### config.mk
export PLATFORM = sky130hd
export DESIGN_NAME = legacy_reg_access
export DESIGN_NICKNAME = d
export VERILOG_FILES = /design/src/rtl/legacy_reg_access.v /design/src/rtl/window_match.v
export VERILOG_INCLUDE_DIRS = /design/src /design/src/rtl
export SDC_FILE = /design/constraint.sdc
export NUM_CORES = 2
export LEC_CHECK = 0
export ABC_AREA = 1
export BUFFER_PORTS_ARGS = -buffer_cell sky130_fd_sc_hd__buf_2
export CAP_MARGIN = 20
export CORE_AREA = 2 2 422 424
export DETAILED_ROUTE_END_ITERATION = 7
export DIE_AREA = 0 0 424 426
export SETUP_SLACK_MARGIN = 0.3
export SLEW_MARGIN = 30
export SYNTH_ARGS = -nofsm -noshare
export SYNTH_HDL_FRONTEND = slang
export SYNTH_SLANG_ARGS = --single-unit
### constraint.sdc
create_clock -name mclk -period 11.3 [get_ports mclk]
set_clock_uncertainty 0.2 [all_clocks]
set_input_delay 2.26 -clock mclk [delete_from_list [all_inputs] [get_ports mclk]]
set_output_delay 2.26 -clock mclk [all_outputs]
set_load 0.01 [all_outputs]
### src/rtl/legacy_access_consts.vh
// Offsets, field positions and reset values of the legacy register set.
// Assumes inclusion by the legacy access modules only.
`ifndef LEGACY_ACCESS_CONSTS_VH
`define LEGACY_ACCESS_CONSTS_VH

// ----------------------------------------------------------------------
// Host address decode
// ----------------------------------------------------------------------
`define IO_INDEX_OFS      1'b0
`define IO_DATA_OFS       1'b1
`define ALIAS_BASE        12'h800
`define ALIAS_LAST        12'h844
`define SOCKET_REGS_LAST  12'h7ff
`define SOCKET_B_BIT      6
`define INDEX_MASK        7'h3f

// ----------------------------------------------------------------------
// Window and control register offsets inside one socket's set
// ----------------------------------------------------------------------
`define REG_WIN_ENABLE    6'h06
`define REG_IO_CTRL       6'h07
`define REG_IO0_BASE      6'h08
`define REG_IO_STRIDE     6'h04
`define REG_MEM0_BASE     6'h10
`define REG_MEM_STRIDE    6'h08
`define REG_IO0_OFS_BASE  6'h36
`define REG_INT_GEN_CTRL  6'h03
`define REG_CSC_INT_CFG   6'h05
`define REG_POWER_CTRL    6'h02
`define REG_CSC           6'h04

// ----------------------------------------------------------------------
// Reset values and counts
// ----------------------------------------------------------------------
`define REG_RESET_VALUE   8'h00
`define IO_WIN_COUNT      2
`define MEM_WIN_COUNT     5
`define MEM_GRAIN_BITS    12

`endif

### src/rtl/legacy_reg_access.v
// What this block does
// - Index byte selects, data byte accesses register
// - One shared legacy I/O base for both
// - Index 00-3F socket A, 40-7F socket B
// - Memory alias at 800h in config-10h window
// - Each function has own memory base
// - Alias spans offsets 800h through 844h
// - Socket registers at offset 0h, same window
// - Two I/O windows per socket
// - I/O window bounds at byte granularity
// - Five memory windows per socket
// - Memory windows use 4K granularity
// - Context bits survive bus reset only with pme_enable set, global clears
// - D3hot to D0 resets all other registers
//
// Holds both sockets' legacy register sets, indexed I/O and memory alias
// access, and the I/O and memory window translators.
// Assumes a host bridge that presents one decoded access per mclk pulse.
`timescale 1ns/1ps
`include "legacy_access_consts.vh"

module legacy_reg_access #(
    parameter CONTEXT_MASK = 64'h0000_0000_0000_0034
) (
    // Clock and resets
    input  wire        mclk,
    input  wire        rst,
    input  wire        pci_bus_reset_n,
    input  wire        d3hot_to_d0,
    input  wire        pme_enable,
    // Base addresses from configuration space
    input  wire [15:0] legacy_io_base,
    input  wire [19:0] mem_base_fn0,
    input  wire [19:0] mem_base_fn1,
    // Host access
    input  wire        acc_valid,
    input  wire        acc_is_io,
    input  wire        acc_write,
    input  wire [31:0] acc_addr,
    input  wire [7:0]  acc_wdata,
    // Access answer
    output reg         acc_hit,
    output reg  [7:0]  acc_rdata,
    output reg         sock_reg_hit,
    output reg  [10:0] sock_reg_ofs,
    output reg         sock_reg_fn,
    // Window translation for the host address
    input  wire        xlat_sock,
    input  wire [15:0] xlat_io_addr,
    input  wire [23:0] xlat_mem_addr,
    output reg         io_win_hit,
    output reg  [15:0] io_card_addr,
    output reg         mem_win_hit,
    output reg  [25:0] mem_card_addr
);

    // ------------------------------------------------------------------
    // Pin synchroniser for the bus reset
    // ------------------------------------------------------------------
    reg        pci_bus_reset_n_meta;
    reg        pci_bus_reset_n_sync;

    always @(posedge mclk)
    begin
        if (rst)
        begin
            pci_bus_reset_n_meta <= 1'b0;
            pci_bus_reset_n_sync <= 1'b0;
        end
        else
        begin
            pci_bus_reset_n_meta <= ~pci_bus_reset_n;
            pci_bus_reset_n_sync <= pci_bus_reset_n_meta;
        end
    end

    // ------------------------------------------------------------------
    // Register storage and index
    // ------------------------------------------------------------------
    reg [7:0] regs [0:127];
    reg [7:0] index;
    integer   i;

    function [6:0] io_win_reg;
        input       sock;
        input [0:0] win;
        input [1:0] byte_sel;
        begin
            io_win_reg = {sock, `REG_IO0_BASE + {3'h0, win, 2'h0}
                          + {4'h0, byte_sel}};
        end
    endfunction

    function [6:0] mem_win_reg;
        input       sock;
        input [2:0] win;
        input [2:0] byte_sel;
        begin
            mem_win_reg = {sock, `REG_MEM0_BASE + {win, 3'h0}
                           + {3'h0, byte_sel}};
        end
    endfunction

    function [6:0] io_ofs_reg;
        input       sock;
        input [0:0] win;
        input [0:0] byte_sel;
        begin
            io_ofs_reg = {sock, `REG_IO0_OFS_BASE + {4'h0, win, byte_sel}};
        end
    endfunction

    // ------------------------------------------------------------------
    // Address decode
    // ------------------------------------------------------------------
    wire        io_index_hit = acc_valid && acc_is_io
                && (acc_addr[15:0] == legacy_io_base)
                && (acc_addr[0] == `IO_INDEX_OFS);
    wire        io_data_hit  = acc_valid && acc_is_io
                && (acc_addr[15:0] == legacy_io_base + 16'h0001)
                && !index[7];
    wire        mem_fn0 = acc_valid && !acc_is_io
                && (acc_addr[31:12] == mem_base_fn0);
    wire        mem_fn1 = acc_valid && !acc_is_io
                && (acc_addr[31:12] == mem_base_fn1);
    wire [11:0] win_ofs = acc_addr[11:0];
    wire        alias_hit = (mem_fn0 || mem_fn1)
                && (win_ofs >= `ALIAS_BASE)
                && (win_ofs <= `ALIAS_LAST);
    wire        alias_reg = alias_hit
                && (win_ofs[6:0] <= {1'b0, `INDEX_MASK});
    wire        sock_hit = (mem_fn0 || mem_fn1)
                && (win_ofs <= `SOCKET_REGS_LAST);
    // Alias picks the function's socket; low bits match the index
    wire [6:0]  alias_sel = {mem_fn1, win_ofs[5:0]};
    wire [6:0]  sel = io_data_hit ? index[6:0] : alias_sel;
    wire        reg_hit = io_data_hit || alias_reg;

    // ------------------------------------------------------------------
    // Register write and resets
    // ------------------------------------------------------------------
    wire       soft_reset = pci_bus_reset_n_sync || d3hot_to_d0;

    always @(posedge mclk)
    begin
        if (rst)
        begin
            index <= `REG_RESET_VALUE;
            for (i = 0; i < 128; i = i + 1)
                regs[i] <= `REG_RESET_VALUE;
        end
        else
        begin
            if (soft_reset)
            begin
                index <= `REG_RESET_VALUE;
                for (i = 0; i < 128; i = i + 1)
                    if (!(CONTEXT_MASK[i % 64] && pme_enable))
                        regs[i] <= `REG_RESET_VALUE;
            end
            else if (acc_write && io_index_hit)
                index <= acc_wdata;
            else if (acc_write && reg_hit)
                regs[sel] <= acc_wdata;
        end
    end

    // ------------------------------------------------------------------
    // Access answer
    // ------------------------------------------------------------------
    always @(posedge mclk)
    begin
        if (rst)
        begin
            acc_hit      <= 1'b0;
            acc_rdata    <= 8'h00;
            sock_reg_hit <= 1'b0;
            sock_reg_ofs <= 11'h000;
            sock_reg_fn  <= 1'b0;
        end
        else
        begin
            acc_hit      <= io_index_hit || reg_hit || alias_hit || sock_hit;
            acc_rdata    <= io_index_hit ? index
                            : (reg_hit ? regs[sel] : 8'h00);
            sock_reg_hit <= sock_hit;
            sock_reg_ofs <= win_ofs[10:0];
            sock_reg_fn  <= mem_fn1;
        end
    end

    // ------------------------------------------------------------------
    // Window translators
    // ------------------------------------------------------------------
    wire [1:0]  io_hit;
    wire [31:0] io_card;
    wire [4:0]  mem_hit;
    wire [59:0] mem_card;

    genvar w;
    generate
        for (w = 0; w < `IO_WIN_COUNT; w = w + 1)
        begin : g_io
            wire [31:0] wn = w;
            // Byte grain: full 16-bit bounds
            window_match #(.AW(16)) u_io (
                .enable     (regs[{xlat_sock, `REG_WIN_ENABLE}][6 + w]),
                .start_addr ({regs[io_win_reg(xlat_sock, wn[0:0], 2'd1)],
                              regs[io_win_reg(xlat_sock, wn[0:0], 2'd0)]}),
                .end_addr   ({regs[io_win_reg(xlat_sock, wn[0:0], 2'd3)],
                              regs[io_win_reg(xlat_sock, wn[0:0], 2'd2)]}),
                .offset     ({regs[io_ofs_reg(xlat_sock, wn[0:0], 1'b1)],
                              regs[io_ofs_reg(xlat_sock, wn[0:0], 1'b0)]}),
                .host_addr  (xlat_io_addr),
                .hit        (io_hit[w]),
                .card_addr  (io_card[16*w +: 16])
            );
        end
        for (w = 0; w < `MEM_WIN_COUNT; w = w + 1)
        begin : g_mem
            wire [31:0] wn = w;
            // 4K grain: compare and add on address bits 23:12
            window_match #(.AW(12)) u_mem (
                .enable     (regs[{xlat_sock, `REG_WIN_ENABLE}][w]),
                .start_addr ({regs[mem_win_reg(xlat_sock, wn[2:0], 3'd1)][3:0],
                              regs[mem_win_reg(xlat_sock, wn[2:0], 3'd0)]}),
                .end_addr   ({regs[mem_win_reg(xlat_sock, wn[2:0], 3'd3)][3:0],
                              regs[mem_win_reg(xlat_sock, wn[2:0], 3'd2)]}),
                .offset     ({regs[mem_win_reg(xlat_sock, wn[2:0], 3'd5)][3:0],
                              regs[mem_win_reg(xlat_sock, wn[2:0], 3'd4)]}),
                .host_addr  (xlat_mem_addr[23:12]),
                .hit        (mem_hit[w]),
                .card_addr  (mem_card[12*w +: 12])
            );
        end
    endgenerate

    reg        next_mem_hit;
    reg [11:0] next_mem_page;
    integer    k;

    // Lowest-numbered hitting window wins on overlap
    always @*
    begin
        next_mem_hit  = 1'b0;
        next_mem_page = 12'h000;
        for (k = `MEM_WIN_COUNT - 1; k >= 0; k = k - 1)
            if (mem_hit[k])
            begin
                next_mem_hit  = 1'b1;
                next_mem_page = mem_card[12*k +: 12];
            end
    end

    always @(posedge mclk)
    begin
        if (rst)
        begin
            io_win_hit    <= 1'b0;
            io_card_addr  <= 16'h0000;
            mem_win_hit   <= 1'b0;
            mem_card_addr <= 26'h0000000;
        end
        else
        begin
            io_win_hit    <= |io_hit;
            io_card_addr  <= io_hit[0] ? io_card[15:0] : io_card[31:16];
            mem_win_hit   <= next_mem_hit;
            mem_card_addr <= {2'b00, next_mem_page,
                              xlat_mem_addr[`MEM_GRAIN_BITS-1:0]};
        end
    end

endmodule // legacy_reg_access

### src/rtl/window_match.v
// One host-to-card address window: hit test and offset translation.
// Assumes start, end and offset already aligned to the window grain.
`timescale 1ns/1ps

module window_match #(
    parameter AW = 16
) (
    // Window setup
    input  wire          enable,
    input  wire [AW-1:0] start_addr,
    input  wire [AW-1:0] end_addr,
    input  wire [AW-1:0] offset,
    // Host address
    input  wire [AW-1:0] host_addr,
    // Result
    output wire          hit,
    output wire [AW-1:0] card_addr
);

    // Inclusive bounds, offset added modulo the window width
    assign hit       = enable && (host_addr >= start_addr)
                       && (host_addr <= end_addr);
    assign card_addr = host_addr + offset;

endmodule // window_match

Word level (Yosys, flattened, before mapping). Memories as Yosys holds them, arrays and structs flattened. Index checks and enable logic that the tools add are counted.

$add $sub $neg: 8. $lt $le $gt $ge: 18. Equal/unequal tests: 4. Mux-type cells: 159. Bitwise logic cells: 130. Reduce and logical (&&, ||, !) cells: 39.

Operators by type and width (count): $mux W8 (131); $or A1 B1 Y1 (128); $add A12 B12 Y12 (5); $ge A12 B12 Y1 (5); $le A12 B12 Y1 (5); $mux W12 (5); $eq A20 B20 Y1 (2); $add A16 B16 Y16 (2); $eq A16 B16 Y1 (2); $ge A16 B16 Y1 (2); $le A16 B16 Y1 (2); $logic_and A1 B1 Y1 (28); $mux W1 (20); $add A16 B1 Y16 const B (1); $mux W16 (1); $mux W7 (2); $ge A12 B12 Y1 const B (1); $le A12 B11 Y1 const B (1); $le A12 B12 Y1 const B (1); $reduce_or A8 Y1 (1); $le A7 B6 Y1 const B (1); $logic_or A1 B1 Y1 (6); $reduce_or A2 Y1 (2); $logic_not A1 Y1 (2); $not A1 Y1 (2).

Register bits after elaboration: 76. Bits in writable memories: 1024. Word-level logic and storage cells: 372. Memories: 1.

Memory list: regs (words 128, bits a word 8, rd ports 44, clocked after Yosys merged registers in 0, wr ports 128, line legacy_reg_access.v:80) `reg [7:0] regs [0:127];`.

Longest topological paths before layout.
Depth in word-level cells: 16. Gate-level depth with buffers: 39.

Modules after synthesis. A second synthesis with hierarchy kept.

Cell total of the unflattened synthesis: 8075. Area, all modules: 64485.6 um^2.

By module, submodules not included: legacy_reg_access (times used 1, cells an instance 6463, area an instance 55079.1 um^2); window_match (g_mem[0].u_mem ...) (times used 3, cells an instance 213, area an instance 1229.9 um^2); window_match (g_io[0].u_io ...) (times used 2, cells an instance 273, area an instance 1620.3 um^2); window_match (g_mem[3].u_mem) (times used 1, cells an instance 214, area an instance 1238.7 um^2); window_match (g_mem[4].u_mem) (times used 1, cells an instance 213, area an instance 1237.4 um^2).

Worst setup path before layout. Ideal clock, no wire load.

Kind: input -> register. Start point: input xlat_sock. End point: register io_card_addr[12]. Library setup time: 0.121 ns. Data arrival time: 7.506 ns. Data required time: 10.979 ns. Path slack: 3.473 ns. Stages: 35. Path buffers: 6. Path through: clkbuf_1 > clkbuf_1 > clkbuf_1 > clkbuf_1 > clkbuf_1 > mux2i_1 > ha_1 > a21oi_1 > o21a_1 > o221ai_1 > a311oi_1 > o41ai_1 > nand3_1 > clkbuf_1 > o21ai_0 > ha_1 > fa_1 > nand2_1 > inv_1 > nor2_1 > nor2_1 > nor2_1 > o21ai_0 > nand2_1 > nand2_1 > a21oi_1 > nor2_1 > o21ai_0 > nand2_1 > nand2_1 > inv_1 > o21ai_0 > nand2_1 > o21ai_0 > a21oi_1.

Cells in the longest elaborated chain, start to end: 5.

RTL lines: from (decl) (line legacy_reg_access.v:48) `input wire xlat_sock,`; $mem_v2 Z128 W8 *; $ge A16 B16 Y1 (line window_match.v:21) `assign hit = enable && (host_addr >= start_addr)`; $logic_and A1 B1 Y1 (line window_match.v:21); $logic_and A1 B1 Y1 (line window_match.v:22) `&& (host_addr <= end_addr);`; $mux W16 * (line legacy_reg_access.v:267) `io_card_addr <= io_hit[0] ? io_card[15:0] : io_card[31:16];`; to (signal assigned) (line legacy_reg_access.v:267); to (decl) (line legacy_reg_access.v:52) `output reg [15:0] io_card_addr,`.

Every way passes the cells marked *; elsewhere a longest branch is shown, timed or not. A chain may end at the register's enable or synchronous reset.

Worst setup path after layout.
Start point: input xlat_sock. End point: register mem_card_addr[19].

Cells in the longest elaborated chain, start to end: 9.

RTL lines: $mem_v2 Z128 W8 *; $ge A12 B12 Y1 (line window_match.v:21); $logic_and A1 B1 Y1 (line window_match.v:21); $logic_and A1 B1 Y1 (line window_match.v:22); $mux W12 (4 in series) (line legacy_reg_access.v:248) `if (mem_hit[k])`; $mux W12 * (line legacy_reg_access.v:248); to (signal assigned) (line legacy_reg_access.v:269) `mem_card_addr <= {2'b00, next_mem_page,`; to (decl) (line legacy_reg_access.v:54) `output reg [25:0] mem_card_addr`.

Marked as above.

==> run metrics <==
largest net degree at the start of global routing ~180; chip height 426 µm; Row Count 154; crit path launch type input port; Ports between 200 and 250; WL final 225100 µm; dpl ws a little over 3 ns; fin area 68500 µm²; Detailed Route Iter0 Violations roughly 6300; die width 424 µm; clk slew on worst S/H paths 0.07 ns; Worst path max stage delay between 0.7 and 0.8 ns; Sink Count 1098; vias per inst 5.380; Post-CTS Setup Bufs 0; vias in the first global route roughly 50000; final hold violations 0; CP required 11.78 ns; sequential area share after synthesis a little over half; post-CTS sizing 0; final setup vio count 0; RSZ-0062 raised after global routing false; dominant synthesized flop cell edfxtp_1; Most Frequent Cell on Critical Path a21oi_1; DRC Markers 0; Bufs and invs on worst path 6; final count of pins violating max slew 0; CP Depth 22; core area between 150000 and 200000 µm²; setup tns final 0 ns; critical path class input port to register; first-pass GRT wire length 325200 µm; initial core utilization between 30% and 40%; CP max-delay cell buf_4; worst-skew pair later-pin latency 0.77 ns; mux contribution to synthesized area between 1 and 1.5%; ANT nets after route 0; Filler cells ~18000; nets@finish just under 8000; type of the worst min-delay path register to register; reg-to-reg startpoint regs[73][3]$_SDFFCE_PN0P_; Placed Cells between 9000 and 10000; CP delay by family, top buffers and inverters; cts hold-fix bufs 0; GP Congestion between 0.9 and 1; Post-synth EDFFs between 1000 and 1500; smallest setup slack after layout roughly 3.7 ns; Post-synth ARST share 0%; Lkg Pwr 29.79 nW; period utilisation layout approximately two thirds; post-synthesis compound-gate area fraction 7.800%; Max rail drop VDD 0.1194 mV; CTS Root Cell clkbuf_16; WP data arrival 8.06 ns; gr usage total approximately a quarter; Post-Synth Adder-Cell Area approximately 5.4%; share of layout cells above drive strength 1 under 10%; Yosys cell types 62; WHS Path Cells 2; Syn Area/Cell 8.394 µm²; via count ~52000; Synth Cell Area between 60000 and 70000 µm²; DP HPWL roughly 150000 µm; Yosys reg bits approximately 1100; post-layout util 38.98%; Synth Instances ~7300; worst slew pin tran between 1 and 1.5 ns; Worst Path Max Fanout approximately 150; Pre-Repair DR Iteration Count 6; total CTS buffers approximately 120; fmax between 100 and 150 MHz; Synth-to-Final Area Change 11.60%; placed cell area between 60000 and 70000 µm²; Remaining Overflow, GRT 0; clk buf depth 3; die area about 180000 µm²; Max-Cap Viols 0; antenna violations before repair 2; Synth Warn # 0; Post-Synth XOR/XNOR Area 1.099%; simple logic cell fraction of the synthesized area about a quarter; largest family of logic cells by synthesized area simple AND/OR/NAND/NOR gates; CTS tree yes; status finished, final reports clean; I/O Buffers approximately 210; Rel. slew slack between 30% and 40%; crit path from xlat_sock; Tmin final 7.582 ns; pwr dens roughly 150 nW/µm²; Finished Layout Cells 9754; post-DR wirelength/cell around 23 µm; worst min-delay path startpoint pci_bus_reset_n_meta$_SDFF_PP0_; worst r2r path cells 31; CP Cell Sequence buf_8 -> buf_4 -> buf_12 -> buf_4 -> mux2i_1 -> ha_1 -> a21boi_0 -> o21a_1 -> o21ai_0 -> nand2_1 -> nand2_1 -> a21oi_1 -> nor2_1 -> o21ai_0 -> nand3_1 -> inv_1 -> nand2_1 -> inv_1 -> a21oi_1 -> o21ai_0 -> a21oi_1 -> a21oi_1; CP endpoint kind register; H-tree Lvls 3
## synth_stat cells (23+ instances only)
| cell | count | area share, % |
|---|---|---|
| nand2_1 | 2066 | 13 |
| nor2_1 | 1495 | 9.1 |
| edfxtp_1 | 1024 | 50 |
| o21ai_0 | 501 | 4.1 |
| inv_1 | 490 | 3.0 |
| clkbuf_1 | 301 | 1.8 |
| nand3_1 | 282 | 2.3 |
| ha_1 | 255 | 5.2 |
| a21oi_1 | 177 | 1.4 |
| o211ai_1 | 88 | 1.1 |
| dfxtp_1 | 74 | 2.4 |
| nand4_1 | 68 | 0.69 |
| mux2i_1 | 66 | 1.1 |
| buf_2 | 60 | 0.49 |
| nand2_2 | 51 | 0.52 |
| xor2_1 | 40 | 0.57 |
| xnor2_1 | 37 | 0.53 |
| buf_1 | 23 | 0.14 |
## cells in the final DEF, fill, tap and decap left out, types with 60 or more instances in the layout
master	n
a21oi_1	177
buf_2	207
buf_4	60
clkbuf_16	120
dfxtp_1	74
edfxtp_1	1024
ha_1	255
inv_1	480
mux2i_1	66
nand2_1	2064
nand3_1	281
nand4_1	68
nor2_1	1491
o211ai_1	88
o21ai_0	501
## worst reg2reg max path, delay by kind of cell (launching register included)
kind	cells	cell delay, ns
flip-flops	1	0.33
buffers and inverters	4	0.25
AND/OR/NAND/NOR	14	1.77
AO/OA/AOI/OAI	10	1.81
adder cells (fa/ha/maj)	3	0.99
## state kept, by name (all words and copies together) (netlist names)
| signal | cells |
|---|---|
| acc_hit | 1 |
| sock_reg_fn | 1 |
| mem_card_addr | 24 |
| pci_bus_reset_n_meta | 1 |
| pci_bus_reset_n_sync | 1 |
| index | 8 |
| mem_win_hit | 1 |
| sock_reg_ofs | 11 |
| io_card_addr | 16 |
| regs | 1024 |
| sock_reg_hit | 1 |
| io_win_hit | 1 |
| acc_rdata | 8 |
## where the power goes
group	total, mW	leakage (nW)	internal [mW]	switching, mW
combinational	1.39	15.8	0.380	1.01
sequential	4.74	12.0	4.64	0.0969
clock	4.11	1.96	2.38	1.73
total	10.2	29.8	7.40	2.84
## logic make-up (layout without fill, tap and decap cells)
group | Yosys count | after routing
and+or+nand+nor | 4044 | 4044
buffers and inverters | 900 | 996
other | 1 | 6
AOI/OAI and AO/OA | 866 | 866
xor gates and xnor gates | 77 | 77
adders and majority gates | 261 | 261
muxes | 66 | 66
DFF | 1098 | 1098
## routing by layer
| metal | vias to the layer above | wire length, µm | GRT usage [%] |
|---|---|---|---|
| met2 | 2744 | 102900 | 39.29 |
| met4 | 0 | 13510 | 13.29 |
| met5 | - | 0 | 0 |
| li1 | 24130 | - | - |
| met3 | 557 | 20050 | 3.576 |
| met1 | 25040 | 88660 | 31.04 |
## cell type report
type | instances | area, µm² | share of cell area, %
antenna | 4 | 10.01 | 0.01461
timing repair buffer | 276 | 1668 | 2.435
clock inverter | 73 | 875.8 | 1.279
clock buffer | 144 | 3143 | 4.588
sequential | 1098 | 32230 | 47.05
multi-input combinational | 5316 | 25710 | 37.54
inverter | 503 | 1936 | 2.826
tap | 2340 | 2928 | 4.274
## per-stage QoR
stage | total power, mW | hold slack, ns
6_report | 10.24 | 0.2136
5_1_grt | 10.55 | 0.2428
4_1_cts | 10.24 | 0.2179
3_5_place_dp | 6.175 | 0.2119
3_3_place_gp | 6.156 | 0.2123
2_1_floorplan | 5.613 | 0.1883
## final timing paths
| kind | end | slack (ns) |
|---|---|---|
| worst max-delay path | mem_card_addr[19]$_SDFF_PP0_ | 3.72 |
| worst min register to register | pci_bus_reset_n_sync$_SDFF_PP0_ | 0.21 |
| worst max register to register | io_card_addr[12]$_SDFF_PP0_ | 5.88 |
| worst min-delay path | pci_bus_reset_n_sync$_SDFF_PP0_ | 0.21 |
(Power assumes the default switching activity.)
